File: config.mk
export PLATFORM = sky130hd
export DESIGN_NAME = flash_bus_host
export DESIGN_NICKNAME = d
export VERILOG_FILES = /design/src/hw/flash_host_pkg.sv /design/src/hw/flash_timer_if.sv /design/src/hw/flash_cycle_timer.sv /design/src/hw/flash_bus_host.sv
export SDC_FILE = /design/constraint.sdc
export NUM_CORES = 1
export LEC_CHECK = 0
export ABC_CLOCK_PERIOD_IN_PS = 3860
export BUFFER_PORTS_ARGS = -buffer_cell sky130_fd_sc_hd__buf_2
export CELL_PAD_IN_SITES_DETAIL_PLACEMENT = 0
export CELL_PAD_IN_SITES_GLOBAL_PLACEMENT = 1
export CORE_ASPECT_RATIO = 0.5
export CORE_MARGIN = 1.5
export CORE_UTILIZATION = 42
export DETAILED_ROUTE_END_ITERATION = 10
export GPL_ROUTABILITY_DRIVEN = 0
export MAX_ROUTING_LAYER = met4
export PLACE_DENSITY = 0.85
export SLEW_MARGIN = 30
export SYNTH_ARGS = -nofsm -noshare
export SYNTH_HDL_FRONTEND = slang
export SYNTH_SLANG_ARGS = --single-unit
File: constraint.sdc
create_clock -name ref_clk_i -period 3.86 [get_ports ref_clk_i]
set_input_delay 0.193 -clock ref_clk_i [delete_from_list [all_inputs] [get_ports ref_clk_i]]
set_output_delay 0.193 -clock ref_clk_i [all_outputs]
set_load 0.005 [all_outputs]
File: src/hw/flash_host_pkg.sv
// Constants and types shared by the parallel flash host controller.
package flash_host_pkg;

  // ----------------------------------------------------------------
  // Clock and timing
  // ----------------------------------------------------------------
  localparam int CLK_PERIOD_NS = 10;
  localparam int T_ADDR_SETUP_NS = 20;
  localparam int T_ACCESS_NS = 120;
  localparam int T_WRITE_PULSE_NS = 50;
  localparam int T_HOLD_NS = 30;
  localparam int T_RESET_PULSE_NS = 500;
  localparam int T_RESET_RECOVER_NS = 50;
  localparam int T_PROTECT_PULSE_US = 100;
  localparam int SYNC_STAGES = 2;

  // Rounds a least time up to whole clock cycles, never below one.
  function automatic int ns_to_cycles(input int ns);
    int c;
    c = (ns + CLK_PERIOD_NS - 1) / CLK_PERIOD_NS;
    return (c < 1) ? 1 : c;
  endfunction : ns_to_cycles

  localparam int ADDR_SETUP_CYC = ns_to_cycles(T_ADDR_SETUP_NS);
  localparam int ACCESS_CYC = ns_to_cycles(T_ACCESS_NS) + SYNC_STAGES;
  localparam int WRITE_PULSE_CYC = ns_to_cycles(T_WRITE_PULSE_NS);
  localparam int HOLD_CYC = ns_to_cycles(T_HOLD_NS);
  localparam int RESET_PULSE_CYC = ns_to_cycles(T_RESET_PULSE_NS);
  localparam int RESET_RECOVER_CYC = ns_to_cycles(T_RESET_RECOVER_NS);
  localparam int PROTECT_PULSE_CYC = ns_to_cycles(T_PROTECT_PULSE_US * 1000);

  // ----------------------------------------------------------------
  // Widths and field positions
  // ----------------------------------------------------------------
  localparam int ADDR_W = 19;
  localparam int DATA_W = 16;
  localparam int TMR_W = 16;
  localparam int SEL_A6 = 6;
  localparam int SEL_A1 = 1;
  localparam int SEL_A0 = 0;
  localparam int SHARED_PIN = 15;

  // ----------------------------------------------------------------
  // Operations requested on the user port
  // ----------------------------------------------------------------
  typedef enum logic [2:0] {
    OP_READ,
    OP_WRITE,
    OP_BYPASS_PROG,
    OP_PROTECT,
    OP_UNPROTECT,
    OP_HW_RESET
  } flash_op_t;

endpackage : flash_host_pkg

File: src/hw/flash_timer_if.sv
// Interface carrying load and expiry between the controller and its cycle timer.
`timescale 1ns/1ps
interface flash_timer_if;
  logic load;
  logic [15:0] load_val;
  logic expired;

  modport ctrl (output load, output load_val, input expired);
  modport timer (input load, input load_val, output expired);
endinterface : flash_timer_if

File: src/hw/flash_cycle_timer.sv
// Down counter that times each phase of a flash bus cycle.
`timescale 1ns/1ps
module flash_cycle_timer
  import flash_host_pkg::*;
(
  // Clock and reset
  input wire logic ref_clk_i,
  input wire logic arst_n_i,
  // Control
  flash_timer_if.timer tmr
);

  logic [TMR_W-1:0] count_r;

  always_ff @(posedge ref_clk_i or negedge arst_n_i) begin
    if (!arst_n_i) begin
      count_r <= '0;
    end else if (tmr.load) begin
      count_r <= tmr.load_val - 16'h0001;
    end else if (count_r != '0) begin
      count_r <= count_r - 16'h0001;
    end
  end

  // A load of N expires N cycles later.
  // Expiry depends on the count alone, so it never loops back through the load decode.
  assign tmr.expired = (count_r == '0);

endmodule : flash_cycle_timer

File: src/hw/flash_bus_host.sv
// Host-side controller that drives a parallel flash through its bus pins.
`timescale 1ns/1ps
module flash_bus_host
  import flash_host_pkg::*;
#(
  parameter int PROTECT_CYC = PROTECT_PULSE_CYC
) (
  // Clock and reset
  input wire logic ref_clk_i,
  input wire logic arst_n_i,
  // User request port
  input wire logic req_i,
  input wire flash_op_t op_i,
  input wire logic byte_mode_i,
  input wire logic [ADDR_W:0] addr_i,
  input wire logic [7:0] cmd_i,
  input wire logic [DATA_W-1:0] wdata_i,
  output logic ready_o,
  output logic done_o,
  output logic [DATA_W-1:0] rdata_o,
  output logic dev_busy_o,
  // Flash control pins
  output logic ce_n_o,
  output logic oe_n_o,
  output logic we_n_o,
  output logic reset_n_o,
  output logic high_voltage_reset_level_o,
  output logic byte_n_o,
  output logic [ADDR_W-1:0] addr_o,
  // Flash data pins
  input wire logic [DATA_W-1:0] dq_i,
  output logic [DATA_W-1:0] dq_o,
  output logic [DATA_W-1:0] dq_oe_o,
  input wire logic ready_busy_n_i
);

  // ----------------------------------------------------------------
  // State and request registers
  // ----------------------------------------------------------------
  typedef enum logic [2:0] {
    ST_IDLE,
    ST_SETUP,
    ST_STROBE,
    ST_HOLD,
    ST_RST_LOW,
    ST_RST_REC
  } host_state_t;

  host_state_t state_r, state_nxt;
  flash_op_t op_r;
  logic byte_r;
  logic phase_r;
  logic [ADDR_W:0] addr_r;
  logic [7:0] cmd_r;
  logic [DATA_W-1:0] wdata_r;
  logic [DATA_W-1:0] dq_s1_r, dq_s2_r;
  logic rb_s1_r, rb_s2_r;
  logic done_r;

  flash_timer_if tmr ();

  flash_cycle_timer u_timer (
    .ref_clk_i(ref_clk_i),
    .arst_n_i(arst_n_i),
    .tmr(tmr)
  );

  // ----------------------------------------------------------------
  // Decode
  // ----------------------------------------------------------------
  wire take = (state_r == ST_IDLE) && req_i;
  // In the take cycle the pins already follow the new request, not the previous one.
  wire flash_op_t op_cur = take ? op_i : op_r;
  wire byte_cur = take ? byte_mode_i : byte_r;
  wire phase_cur = take ? 1'b0 : phase_r;
  wire [ADDR_W:0] addr_cur = take ? addr_i : addr_r;
  wire [7:0] cmd_cur = take ? cmd_i : cmd_r;
  wire [DATA_W-1:0] wdata_cur = take ? wdata_i : wdata_r;
  wire is_read = (op_cur == OP_READ);
  wire is_prot = (op_cur == OP_PROTECT) || (op_cur == OP_UNPROTECT);
  wire req_reset = (op_i == OP_HW_RESET);
  wire second_write = (op_cur == OP_BYPASS_PROG) && !phase_cur;
  wire [TMR_W-1:0] strobe_len = is_read ? TMR_W'(ACCESS_CYC) :
                                is_prot ? TMR_W'(PROTECT_CYC) : TMR_W'(WRITE_PULSE_CYC);

  // First bypass cycle sends the command, the second sends the data.
  wire [DATA_W-1:0] wr_word = (op_cur == OP_BYPASS_PROG && !phase_cur) ?
                              {8'h00, cmd_cur} : wdata_cur;

  // Protection forces the selector bits onto the sector address.
  wire [ADDR_W-1:0] word_addr = byte_cur ? addr_cur[ADDR_W:1] : addr_cur[ADDR_W-1:0];
  wire [ADDR_W-1:0] prot_addr = {word_addr[ADDR_W-1:SEL_A6+1], (op_cur == OP_UNPROTECT),
                                 word_addr[SEL_A6-1:SEL_A1+1], 1'b1, 1'b0};

  always_comb begin
    state_nxt = state_r;
    tmr.load = 1'b0;
    tmr.load_val = '0;
    case (state_r)
      ST_IDLE: begin
        if (req_i) begin
          tmr.load = 1'b1;
          if (req_reset) begin
            state_nxt = ST_RST_LOW;
            tmr.load_val = TMR_W'(RESET_PULSE_CYC);
          end else begin
            state_nxt = ST_SETUP;
            tmr.load_val = TMR_W'(ADDR_SETUP_CYC);
          end
        end
      end
      ST_SETUP: begin
        if (tmr.expired) begin
          state_nxt = ST_STROBE;
          tmr.load = 1'b1;
          tmr.load_val = strobe_len;
        end
      end
      ST_STROBE: begin
        if (tmr.expired) begin
          state_nxt = ST_HOLD;
          tmr.load = 1'b1;
          tmr.load_val = TMR_W'(HOLD_CYC);
        end
      end
      ST_HOLD: begin
        if (tmr.expired) begin
          tmr.load = second_write;
          tmr.load_val = TMR_W'(ADDR_SETUP_CYC);
          state_nxt = second_write ? ST_SETUP : ST_IDLE;
        end
      end
      ST_RST_LOW: begin
        if (tmr.expired) begin
          state_nxt = ST_RST_REC;
          tmr.load = 1'b1;
          tmr.load_val = TMR_W'(RESET_RECOVER_CYC);
        end
      end
      ST_RST_REC: begin
        if (tmr.expired) begin
          state_nxt = ST_IDLE;
        end
      end
      default: begin
        state_nxt = ST_IDLE;
      end
    endcase
  end

  // Pin levels follow the next state so every pin leaves a flip-flop.
  wire nxt_active = (state_nxt == ST_SETUP) || (state_nxt == ST_STROBE) || (state_nxt == ST_HOLD);
  wire nxt_strobe = (state_nxt == ST_STROBE);
  wire nxt_write = !is_read && nxt_active;
  wire nxt_ce_n = !nxt_active;
  wire nxt_oe_n = !(nxt_strobe && is_read);
  wire nxt_we_n = !(nxt_strobe && !is_read);
  wire nxt_rst_n = !(state_nxt == ST_RST_LOW);
  wire nxt_hv = is_prot && nxt_active;
  wire [DATA_W-1:0] nxt_oe_mask = byte_cur ? 16'h80FF : 16'hFFFF;
  wire [DATA_W-1:0] nxt_dq_oe = (nxt_write ? nxt_oe_mask : 16'h0000) |
                                ((byte_cur && nxt_active) ? 16'h8000 : 16'h0000);
  wire [DATA_W-1:0] nxt_dq = byte_cur ? {addr_cur[0], 7'h00, wr_word[7:0]} : wr_word;
  wire capture = (state_r == ST_STROBE) && tmr.expired && is_read;

  // ----------------------------------------------------------------
  // Registers
  // ----------------------------------------------------------------
  always_ff @(posedge ref_clk_i or negedge arst_n_i) begin
    if (!arst_n_i) begin
      state_r <= ST_IDLE;
      op_r <= OP_READ;
      byte_r <= 1'b0;
      phase_r <= 1'b0;
      addr_r <= '0;
      cmd_r <= 8'h00;
      wdata_r <= '0;
    end else begin
      state_r <= state_nxt;
      if (take) begin
        op_r <= op_i;
        byte_r <= byte_mode_i;
        phase_r <= 1'b0;
        addr_r <= addr_i;
        cmd_r <= cmd_i;
        wdata_r <= wdata_i;
      end else if (state_r == ST_HOLD && tmr.expired) begin
        phase_r <= 1'b1;
      end
    end
  end

  always_ff @(posedge ref_clk_i or negedge arst_n_i) begin
    if (!arst_n_i) begin
      ce_n_o <= 1'b1;
      oe_n_o <= 1'b1;
      we_n_o <= 1'b1;
      reset_n_o <= 1'b1;
      high_voltage_reset_level_o <= 1'b0;
      byte_n_o <= 1'b1;
      addr_o <= '0;
      dq_o <= '0;
      dq_oe_o <= '0;
    end else begin
      ce_n_o <= nxt_ce_n;
      oe_n_o <= nxt_oe_n;
      we_n_o <= nxt_we_n;
      reset_n_o <= nxt_rst_n;
      high_voltage_reset_level_o <= nxt_hv;
      byte_n_o <= !byte_cur;
      addr_o <= is_prot ? prot_addr : word_addr;
      dq_o <= nxt_dq;
      dq_oe_o <= nxt_dq_oe;
    end
  end

  // Data and ready pins come from outside the clock domain.
  always_ff @(posedge ref_clk_i or negedge arst_n_i) begin
    if (!arst_n_i) begin
      dq_s1_r <= '0;
      dq_s2_r <= '0;
      rb_s1_r <= 1'b1;
      rb_s2_r <= 1'b1;
      rdata_o <= '0;
      done_r <= 1'b0;
    end else begin
      dq_s1_r <= dq_i;
      dq_s2_r <= dq_s1_r;
      rb_s1_r <= ready_busy_n_i;
      rb_s2_r <= rb_s1_r;
      if (capture) begin
        rdata_o <= byte_r ? {8'h00, dq_s2_r[7:0]} : dq_s2_r;
      end
      done_r <= (state_r != ST_IDLE) && (state_nxt == ST_IDLE);
    end
  end

  assign done_o = done_r;
  assign ready_o = (state_r == ST_IDLE);
  assign dev_busy_o = !rb_s2_r;

endmodule : flash_bus_host

==> summary.md, run 1 <==
| Metric | Value |
|---|---|
| Status | finished with violations |
| Failing checks | DRC |
| CP Capture Type | flip-flop |
| CTS H-Tree Depth | 4 |
| Routed wire length per instance | 14.8 um |
| Worst EP required | 4120 ps |
| Dominant synthesized flop cell | dfrtp_1 |
| Yosys warning count | 0 |
| DR vias | 4,703 |
| Fraction of layout cells with a size suffix above 1 | 29.0% |
| Worst-skew pair later-pin latency | 420 ps |
| DRC errors left | 2 |
| Register area | 4090 um2 |
| Endpoints failing hold | 0 |
| Initial core utilization | 42.8% |
| Min-Delay Endpoint | cmd_r[3] |
| Post-layout nets | 816 |
| Maximum vdd ir drop | 0.000311 V |
| Initial antenna violation count | 1 |
| IO Port Bufs | 143 |
| Detailed Route Iter0 Violations | 288 |
| Antenna Cells | 0 |
| Site Rows | 32 |
| Sequential cell area fraction in the yosys report | 62.1% |
| Setup bufs post-CTS | 0 |
| Die area | 16,500 um2 |
| Largest net degree at the start of global routing | 110 |
| FF-to-FF path depth | 12 |
| P&R area growth vs syn | 28.5% |
| Tot GR Track Use | 18.6% |
| Total grt overflow | 0 |
| Clk slew on worst S/H paths | 70 ps |
| CTS tree | built |
| Slew margin rel. | 39.4% |
| CTS max path bufs | 2 |
| WP data arrival | 3240 ps |
| Slew @ Worst Pin | 904 ps |
| Leakage power | 4.31 nW |
| Post-synthesis async set-or-reset flop share | 100% |
| Final wirelength | 14,300 um |
| DP HPWL | 9250 um |
| Die Span X | 180 um |
| Multi-input logic area | 2190 um2 |
| Netlist cell types | 59 |
| Clk root buf | clkbuf_16 |
| Synthesized area | 6590 um2 |
| Worst Setup SP | u_timer.count_r[0] |
| CTS buffer count | 17 |
| Post-Syn Nets | 645 |
| Synthesized area per cell | 11.5 um2 |
| # fillers | 1,322 |
| Hold Path Class | in -> reg |
| Vias in the first global route | 4,659 |
| Worst r2r dst | u_timer.count_r[14] |
| First-pass GRT wire length | 23,600 um |
| Flops & latches, synth | 163 |
| Crit path time final | 2980 ps |
| Post-synth EDFFs | 0 |
| Worst R2R Start | u_timer.count_r[0] |
| Core Area | 15,400 um2 |
| P per Cell Area | 671 nW/um2 |
| Crit path max fanout | 17 |
| Final Cycle Share | 77.3% |
| Pins Over Slew Limit | 0 |
| Max Fclk | 335 MHz |
| Ports | 144 |
| Reg2reg setup slack | 880 ps |
| Clk sinks | 163 |
| Final Core Density | 55.1% |
| Max-cap violations | 0 |
| Final setup viols | 0 |
| Vias/cell | 4.88 |
| Routed Antenna Nets | 0 |
| CP Launch Type | flip-flop |
| Synthesized instance count | 575 |
| Min-Delay Startpoint | cmd_i[3] |
| Skew final | 15.4 ps |
| Die height | 91.5 um |
| Post-route setup TNS | 0 ps |
| Unrepaired setup endpoints after global routing | false |
| Cell depth of the worst hold path | 3 |
| Worst Setup Path Type | reg -> reg |
| First-pass iteration count of the detailed router | 8 |
-- power breakdown --
group          leakage, nW  internal (mW)  switching [mW]
sequential            2.01           2.20           0.263
combinational         2.01          0.690           0.803
clock                0.291          0.994           0.724
-- stage by stage --
stage	area [um2]	std cells	total power [mW]	hold WS, ps	worst slack [ps]
floorplan	6590	575	3.44	-103	1140
global placement	7410	889	3.91	301	1040
detailed placement	7410	889	3.96	301	931
CTS	8430	962	5.73	1.77	917
global route	8460	963	6.02	31.4	533
finish	8460	963	5.68	9.22	877
-- cells by family (layout without fill, tap and decap cells) --
logic type                 after synthesis  after routing  synth area share, %
xor gates and xnor gates                14             14                 1.86
DFF                                    163            163                 62.1
AOI/OAI and AO/OA                       76             76                 7.41
adders and majority gates                2              2                0.380
muxes                                   54             54                 8.65
buffers and inverters                   65            249                 4.85
and+or+nand+nor                        201            201                 14.8
-- layer usage --
metal	routed length, um	vias up	track usage [%]
li1	-	2286	-
met4	143	0	5.81
met1	6480	2293	24.4
met3	633	15	3.53
met5	0	-	-
met2	7010	109	29.6
-- worst max path at each step --
stage                     slack (ps)                   to
after floorplan                 1140   u_timer.count_r[2]
after global placement          1040           rdata_o[7]
after detailed placement         930  u_timer.count_r[14]
after CTS                        920  u_timer.count_r[14]
after global routing             530  u_timer.count_r[15]
final                            880  u_timer.count_r[14]
-- layout make-up --
cell class	instances	area share [%]
Clock buffer	19	5.23
Clock inverter	13	1.97
Tap cell	204	3.02
Timing Repair Buffer	192	14.5
Sequential cell	163	48.3
Multi-Input combinational cell	347	25.9
Inverter	25	1.11
-- sequential cells by signal (all words and copies together), names as in the netlist, 3 cells and up --
| register | flops |
|---|---|
| dq_s1_r | 16 |
| cmd_r | 8 |
| addr_r | 20 |
| dq_o | 16 |
| addr_o | 19 |
| state_r | 3 |
| wdata_r | 16 |
| rdata_o | 16 |
| op_r | 3 |
| dq_oe_o | 3 |
| u_timer.count_r | 16 |
| dq_s2_r | 16 |
-- layout by cell type (no fill, tap or decap), types with 15 or more instances in the layout --
| master | netlist | routed |
|---|---|---|
| dlygate4sd3_1 | 0 | 41 |
| clkbuf_16 | 0 | 17 |
| mux2_2 | 15 | 15 |
| dfrtp_1 | 156 | 156 |
| o21ai_0 | 28 | 28 |
| buf_2 | 6 | 142 |
| inv_1 | 25 | 25 |
| mux2i_1 | 36 | 35 |
| nand2_1 | 116 | 116 |
| nor2_1 | 17 | 17 |
-- synthesized netlist by cell type (7+ instances only) --
| cell | instances | area [um2] |
|---|---|---|
| o21ai_0 | 28 | 140 |
| mux2i_1 | 36 | 360 |
| nor2_1 | 17 | 63.8 |
| mux2_2 | 15 | 169 |
| a21oi_1 | 11 | 55.1 |
| dfstp_2 | 7 | 184 |
| dfrtp_1 | 156 | 3900 |
| nor3_1 | 12 | 60.1 |
| nand2_1 | 116 | 435 |
| inv_1 | 25 | 93.8 |
| nand3_1 | 9 | 45.0 |
| and3_1 | 7 | 43.8 |
| xor2_1 | 9 | 78.8 |
| nand2b_1 | 12 | 75.1 |
| clkbuf_1 | 15 | 56.3 |
| buf_4 | 14 | 105 |
-- what timing repair did --
| action | in CTS | in global routing |
|---|---|---|
| resized for setup | 0 | 0 |
| hold endpoints to repair | 142 | 0 |
| endpoints found under the setup margin | 0 | 0 |
| hold buffers | 41 | 0 |
-- worst max-delay path: stages (launching register included) --
cell	delay (ps)
dfrtp_1	400
inv_1	80
ha_1	250
nor3b_1	410
nand4_1	240
buf_4	270
o21ai_0	170
nand2_1	80
ha_1	280
o21ai_0	160
a31oi_1	80
o21ai_0	230
o21ai_0	190
Power figures use the tool's default switching activity.
==> run 2: changes to the inputs <==
--- a/config.mk
+++ b/config.mk
@@ -5,17 +5,18 @@
 export SDC_FILE = /design/constraint.sdc
 export NUM_CORES = 1
 export LEC_CHECK = 0
-export ABC_CLOCK_PERIOD_IN_PS = 3860
+export ABC_AREA = 1
+export ABC_CLOCK_PERIOD_IN_PS = 2600
 export BUFFER_PORTS_ARGS = -buffer_cell sky130_fd_sc_hd__buf_2
 export CELL_PAD_IN_SITES_DETAIL_PLACEMENT = 0
 export CELL_PAD_IN_SITES_GLOBAL_PLACEMENT = 1
 export CORE_ASPECT_RATIO = 0.5
 export CORE_MARGIN = 1.5
-export CORE_UTILIZATION = 42
+export CORE_UTILIZATION = 37
 export DETAILED_ROUTE_END_ITERATION = 10
 export GPL_ROUTABILITY_DRIVEN = 0
 export MAX_ROUTING_LAYER = met4
-export PLACE_DENSITY = 0.85
+export PLACE_DENSITY = 0.81
 export SLEW_MARGIN = 30
 export SYNTH_ARGS = -nofsm -noshare
 export SYNTH_HDL_FRONTEND = slang
==> constraint.sdc (replaced) <==
create_clock -name ref_clk_i -period 2.6 [get_ports ref_clk_i]
set_input_delay 0.13 -clock ref_clk_i [delete_from_list [all_inputs] [get_ports ref_clk_i]]
set_output_delay 0.13 -clock ref_clk_i [all_outputs]
set_load 0.005 [all_outputs]
==> run 2 against run 1 <==
  * The run now ends clean
  * Power is 62% higher
  * Worst setup slack lost 640 ps
  * Cell count is 14% higher
  * Worst hold slack gained 40 ps
  * Clock-buffer cell count up 2
  * Area after synthesis shrank 1.1%
  * Global-route usage down 0.23 points
  * Core utilization fell by 5.2 points
  * Sequential cell count stayed put
  * First-iteration DRC count shrank 13%
==> summary.md, run 2 <==
| Metric | Value |
|---|---|
| Status | finished clean |
| Multi-input logic area | 2060 um2 (-6.0%) |
| Pins Over Slew Limit | 0 (unchanged) |
| Vias/cell | 4.51 (-7.6%) |
| Most frequent cells in the layout | nand2_1, dfrtp_1, buf_2, nor2_1, dlygate4sd3_1 |
| Clk slew on worst S/H paths | 60 ps (about the same) |
| Register area | 4090 um2 (about the same) |
| Endpoints failing hold | 0 (unchanged) |
| Slew @ Worst Pin | 717 ps (-187 ps) |
| Fin cells | 1,096 (+14%) |
| Vias in the first global route | 4,910 (+5.4%) |
| DRC errors left | 0 (-2) |
| Max-cap violations | 0 (unchanged) |
| Sequential cell area fraction in the yosys report | 62.8% (+0.72 points) |
| IO Port Bufs | 143 (unchanged) |
| CTS max path bufs | 2 (unchanged) |
| Grt met2 use | 26.9% (-2.8 points) |
| Final instance area | 8630 um2 (+1.9%) |
| Tot GR Track Use | 18.4% (-0.23 points) |
| M3 GR Usage | 3.45% (-0.083 points) |
| Post-synth EDFFs | 0 (unchanged) |
| Yosys warning count | 0 (unchanged) |
| Max reg flops | 20 (unchanged) |
| Leading cell type in the layout, fill and taps excluded | nand2_1 |
| Antenna Cells | 0 (unchanged) |
| Post-route setup TNS | 0 ps (unchanged) |
| Max Fclk | 424 MHz (+26%) |
| Initial antenna violation count | 0 (-1) |
| Skew final | 9.74 ps (-5.64 ps) |
| Final Cycle Share | 90.8% (+13 points) |
| P&R area growth vs syn | 32.5% |
| Routed Antenna Nets | 0 (unchanged) |
| Detailed Route Iter0 Violations | 252 (-13%) |
| Worst slack, placed | 35.0 ps (-896 ps) |
| Global Route met1 Usage | 25.0% (+0.58 points) |
| Final setup margin | 240 ps (-637 ps) |
| First-pass iteration count of the detailed router | 5 (-3) |
| P per Cell Area | 1070 nW/um2 (+59%) |
| DP HPWL | 10,600 um (+15%) |
| Crit path max fanout | 7 (-10) |
| Site Rows | 34 (+6.3%) |
| Post-layout nets | 919 (+13%) |
| Synth top area share | 60.0% (+0.68 points) |
| CTS tree | built |
| Hold Path Class | in -> reg |
| CTS buffer count | 17 (unchanged) |
| DR vias | 4,945 (+5.1%) |
| Synth area leaders | dfrtp_1, nand2_1, nor2_1 |
| Die Span X | 191 um (+5.8%) |
| Post-synthesis async set-or-reset flop share | 100% (unchanged) |
| Top-count cell post-synth | nand2_1 |
| Flops & latches, synth | 163 (unchanged) |
| Final Core Density | 49.8% (-5.2 points) |
| Largest net degree at the start of global routing | 75 (-32%) |
| Synthesized instance count | 651 (+13%) |
| Worst EP required | 2920 ps (-1200 ps) |
| Clk root buf | clkbuf_16 |
| Leakage power | 4.39 nW (+1.9%) |
| Placed Cells | 1,007 (+13%) |
| Final setup viols | 0 (unchanged) |
| Initial core utilization | 37.6% (-5.2 points) |
| Top flop regs | addr_r x20, addr_o x19 |
| Yosys top cell by area | dfrtp_1 |
| Synthesized area per cell | 10.0 um2 (-13%) |
| Ports | 144 (unchanged) |
| Most flops, register | addr_r |
| Post-synth top cells | nand2_1, dfrtp_1, nor2_1 |
| Crit path time final | 2360 ps (-623 ps) |
| Synthesized area | 6510 um2 (-1.1%) |
| WP data arrival | 2680 ps (-560 ps) |
| Overall Power | 9.19 mW (+62%) |
| CP Capture Type | flip-flop |
| Post-placement cell area | 7430 um2 (+0.17%) |
| Netlist cell types | 39 (-34%) |
| Post-Syn Nets | 721 (+12%) |
| First-pass GRT wire length | 25,200 um (+6.8%) |
| Worst Setup Path Type | reg -> reg |
| # fillers | 1,623 (+23%) |
| Total grt overflow | 0 (unchanged) |
| Die height | 96.8 um (+5.7%) |
| Die area | 18,400 um2 (+12%) |
| CP Launch Type | flip-flop |
| Hold WS | 49.1 ps (+39.9 ps) |
| Clk sinks | 163 (unchanged) |
| CTS H-Tree Depth | 4 (unchanged) |
| Fraction of layout cells with a size suffix above 1 | 29.6% (+0.60 points) |
| Dominant synthesized flop cell | dfrtp_1 |
| GR peak layer | met2 |
| Routed wire length per instance | 14.1 um (-4.5%) |
| Worst-skew pair later-pin latency | 420 ps (about the same) |
| Core Area | 17,300 um2 (+13%) |
| Slew margin rel. | 52.2% (+13 points) |
| Final wirelength | 15,500 um (+8.6%) |
| Maximum vdd ir drop | 0.000556 V (+79%) |
run 2: changes by cell type in the layout (fill, tap and decap cells not counted), moves of 12 or more:
cell      change
inv_1        +26
a31oi_1      +12
mux2i_1      -35
nor2_1       +40
nand2_1      +64
nand2b_1     -12
run 2: what timing repair did:
| item | 4_1_cts | 5_1_grt |
|---|---|---|
| gates resized for setup | 0 | 16 |
| endpoints found under the setup margin | 0 | 8 |
| endpoints found under the hold margin | 140 | 0 |
| setup buffers | 0 | 5 |
| hold buffers | 52 | 0 |
run 2: final cells by class:
type | count | share of cell area, %
sequential | 163 | 47.4
multi-input combinational | 400 | 23.9
timing repair buffer | 210 | 15.9
clock buffer | 21 | 5.57
tap | 234 | 3.39
inverter | 57 | 2.54
clock inverter | 11 | 1.33
run 2: kinds of logic after synthesis:
logic type	after synthesis	synth area share [%]
and+or+nand+nor	304	20.9
buffers and inverters	88	6.17
xor gates and xnor gates	12	1.61
muxes	8	1.61
adders and majority gates	2	0.384
DFF	163	62.8
AOI/OAI and AO/OA	74	6.53
run 2: final timing paths:
check	startpoint	to	slack (ps)	cells after the start
max	u_timer.count_r[1]	u_timer.count_r[10]	240	16
min	wdata_i[12]	wdata_r[12]	50	4
max reg2reg	u_timer.count_r[1]	u_timer.count_r[10]	240	16
min reg2reg	dq_s1_r[14]	dq_s2_r[14]	350	0
max in group asynchronous	arst_n_i	we_n_o	1410	3
min in group asynchronous	arst_n_i	dq_o[3]	300	2
run 2: worst max-delay path, stage by stage, from the launching register on:
cell,delay (ps)
dfrtp_1,390
inv_1,100
ha_4,150
nand3_2,130
nor2_4,160
nand4_1,130
nor2_2,240
o21ai_2,110
nand3_1,140
inv_1,60
ha_1,210
nand3_2,90
nor2_1,50
nand2_2,120
nand3_1,80
nand2_1,60
inv_1,30
run 2: metal layers:
metal	routed length, um	share of wire [%]	up-vias
met5	0	0	-
met4	324	2.1	0
met3	669	4.3	27
met2	7000	45	115
met1	7510	48	2350
li1	-	-	2453
run 2: report_power, final:
part | internal [mW] | switching, mW | total, mW | leakage, nW
Sequential | 3.37 | 0.335 | 3.70 | 1.98
Combinational | 1.15 | 1.84 | 2.99 | 2.12
Clock | 1.44 | 1.06 | 2.50 | 0.281
==> run 3: changes to the inputs <==
--- a/config.mk
+++ b/config.mk
@@ -15,7 +15,6 @@
 export CORE_UTILIZATION = 37
 export DETAILED_ROUTE_END_ITERATION = 10
 export GPL_ROUTABILITY_DRIVEN = 0
-export MAX_ROUTING_LAYER = met4
 export PLACE_DENSITY = 0.81
 export SLEW_MARGIN = 30
 export SYNTH_ARGS = -nofsm -noshare
==> run 3 against run 2 <==
  * Combinational power about the same
  * Clock power about the same
  * Largest power group unchanged
  * Clock skew is 0.68 ps lower
  * Critical endpoint unchanged
  * Sequential power barely moved
==> summary.md, run 3 (same netlist as run 2, synthesis figures left out) <==
| Metric | Value |
|---|---|
| Status | finished clean |
| Max reg flops | 20 (unchanged) |
| Final Core Density | 49.8% (unchanged) |
| Die height | 96.8 um (unchanged) |
| Fraction of layout cells with a size suffix above 1 | 29.6% (unchanged) |
| Die Span X | 191 um (unchanged) |
| P per Cell Area | 1070 nW/um2 (+0.15%) |
| Initial core utilization | 37.6% (unchanged) |
| Maximum vdd ir drop | 0.000563 V (+1.3%) |
| Min-Delay Endpoint | wdata_r[12] |
| Most flops, register | addr_r |
| CTS buffer count | 17 (unchanged) |
| WP data arrival | 2690 ps (about the same) |
| Tot GR Track Use | 17.8% (-0.57 points) |
| # fillers | 1,623 (unchanged) |
| First-pass iteration count of the detailed router | 6 (+1) |
| Min-Delay Startpoint | wdata_i[12] |
| Hold Path Class | in -> reg |
| CP Launch Type | flip-flop |
| Core Area | 17,300 um2 (unchanged) |
| P&R area growth vs syn | 32.5% (unchanged) |
| Max-cap violations | 0 (unchanged) |
| Multi-input logic area | 2060 um2 (unchanged) |
| Worst path top cell family by delay | simple AND/OR/NAND/NOR gates |
| Most common cell on crit path | inv_1 |
| Crit path time final | 2370 ps (+8.87 ps) |
| DRC errors left | 0 (unchanged) |
| First-pass GRT wire length | 25,100 um (-0.25%) |
| Worst path bufs/invs | 3 (unchanged) |
| Register area | 4090 um2 (unchanged) |
| Antenna Cells | 0 (unchanged) |
| Worst slack, placed | 35.0 ps (unchanged) |
| Total grt overflow | 0 (unchanged) |
| Worst EP required | 2920 ps (about the same) |
| Post-layout nets | 919 (unchanged) |
| Top flop regs | addr_r x20, addr_o x19 |
| Clk slew on worst S/H paths | 60 ps (about the same) |
| Final setup margin | 231 ps (-8.87 ps) |
| Worst r2r dst | u_timer.count_r[10] |
| Skew final | 9.05 ps (-0.683 ps) |
| Endpoints failing hold | 0 (unchanged) |
| Crit-path cells | inv_1 -> ha_4 -> nand3_2 -> nor2_4 -> nand4_1 -> nor2_2 -> o21ai_2 -> nand3_1 -> inv_1 -> ha_1 -> nand3_2 -> nor2_1 -> nand2_2 -> nand3_1 -> nand2_1 -> inv_1 |
| Worst-skew pair later-pin latency | 430 ps (about the same) |
| Initial antenna violation count | 0 (unchanged) |
| Post-route setup TNS | 0 ps (unchanged) |
| Worst Setup Path Type | reg -> reg |
| Cell depth of the worst hold path | 4 (unchanged) |
| Reg2reg setup slack | 230 ps (about the same) |
| Ports | 144 (unchanged) |
| Fin cells | 1,096 (unchanged) |
| Leading cell type in the layout, fill and taps excluded | nand2_1 |
| Die area | 18,400 um2 (unchanged) |
| DR vias | 4,942 (-0.061%) |
| Max Fclk | 422 MHz (-0.37%) |
| Crit path max fanout | 7 (unchanged) |
| Vias/cell | 4.51 (about the same) |
| Routed Antenna Nets | 0 (unchanged) |
| DP HPWL | 10,600 um (unchanged) |
| IO Port Bufs | 143 (unchanged) |
| Slew @ Worst Pin | 707 ps (-9.67 ps) |
| Pins Over Slew Limit | 0 (unchanged) |
| Leakage power | 4.39 nW (unchanged) |
| CTS max path bufs | 2 (unchanged) |
| Critical path's largest stage delay | 390 ps (about the same) |
| Most frequent cells in the layout | nand2_1, dfrtp_1, buf_2, nor2_1, dlygate4sd3_1 |
| Largest net degree at the start of global routing | 75 (unchanged) |
| Final setup viols | 0 (unchanged) |
| Clk sinks | 163 (unchanged) |
| CTS tree | built |
| Placed Cells | 1,007 (unchanged) |
| CP Capture Type | flip-flop |
| Worst path slowest cell | dfrtp_1 |
| FF-to-FF path depth | 16 (unchanged) |
| Detailed Route Iter0 Violations | 249 (-1.2%) |
| Clk root buf | clkbuf_16 |
| Slew margin rel. | 52.8% (+0.64 points) |
| CTS H-Tree Depth | 4 (unchanged) |
| Final Cycle Share | 91.1% (+0.34 points) |
| Site Rows | 34 (unchanged) |
| Final wirelength | 15,400 um (-0.33%) |
| Routed wire length per instance | 14.1 um (-0.33%) |
| Worst R2R Start | u_timer.count_r[1] |
| Vias in the first global route | 4,918 (+0.16%) |
==> run 3: layout make-up <==
type,instances,share of cell area (%)
well taps,234,3.39
multi-input cells,400,23.9
clock buffers,21,5.57
clock inverters,11,1.33
inverters,57,2.54
repair buffers,210,15.9
flip-flops and latches,163,47.4
==> run 3: repair_timing <==
action,CTS,global route
endpoints found under the setup margin,0,8
buffers inserted,0,5
endpoints found under the hold margin,140,0
gates resized for setup,0,16
hold buffers,52,0
==> run 3: where the power goes <==
part	switching, mW	internal [mW]	total (mW)
combinational	1.85	1.15	2.99
sequential	0.337	3.37	3.71
clock	1.07	1.44	2.51
==> run 3: stage by stage <==
stage	power, mW	cell area (um2)	hold slack [ps]
after floorplan	5.66	6510	-166
after global placement	6.56	7430	196
after global routing	9.87	8630	59.2
after CTS	9.22	8540	32.5
final	9.21	8630	42.5
after detailed placement	6.62	7430	194
==> run 3: worst max-delay path by stage <==
stage / startpoint / end / cells past startpoint
3_5_place_dp: u_timer.count_r[0] / u_timer.count_r[10] / 16
2_1_floorplan: u_timer.count_r[0] / u_timer.count_r[10] / 16
3_3_place_gp: u_timer.count_r[0] / u_timer.count_r[10] / 16
6_report: u_timer.count_r[1] / u_timer.count_r[10] / 16
4_1_cts: u_timer.count_r[0] / u_timer.count_r[10] / 16
5_1_grt: u_timer.count_r[0] / u_timer.count_r[4] / 16
==> run 3: worst reg2reg max path, stage by stage, from the launching register on <==
cell     delay, ps
dfrtp_1        390
inv_1          100
ha_4           150
nand3_2        130
nor2_4         160
nand4_1        130
nor2_2         240
o21ai_2        110
nand3_1        150
inv_1           60
ha_1           210
nand3_2         90
nor2_1          50
nand2_2        120
nand3_1         90
nand2_1         60
inv_1           40
==> run 3: routing by layer <==
metal	share of wire, %	vias up	GRT usage, %
met5	0	-	0
met4	2.1	0	8.24
met3	4.1	24	3.45
met2	45	120	26.9
met1	48	2345	24.9
li1	-	2453	-
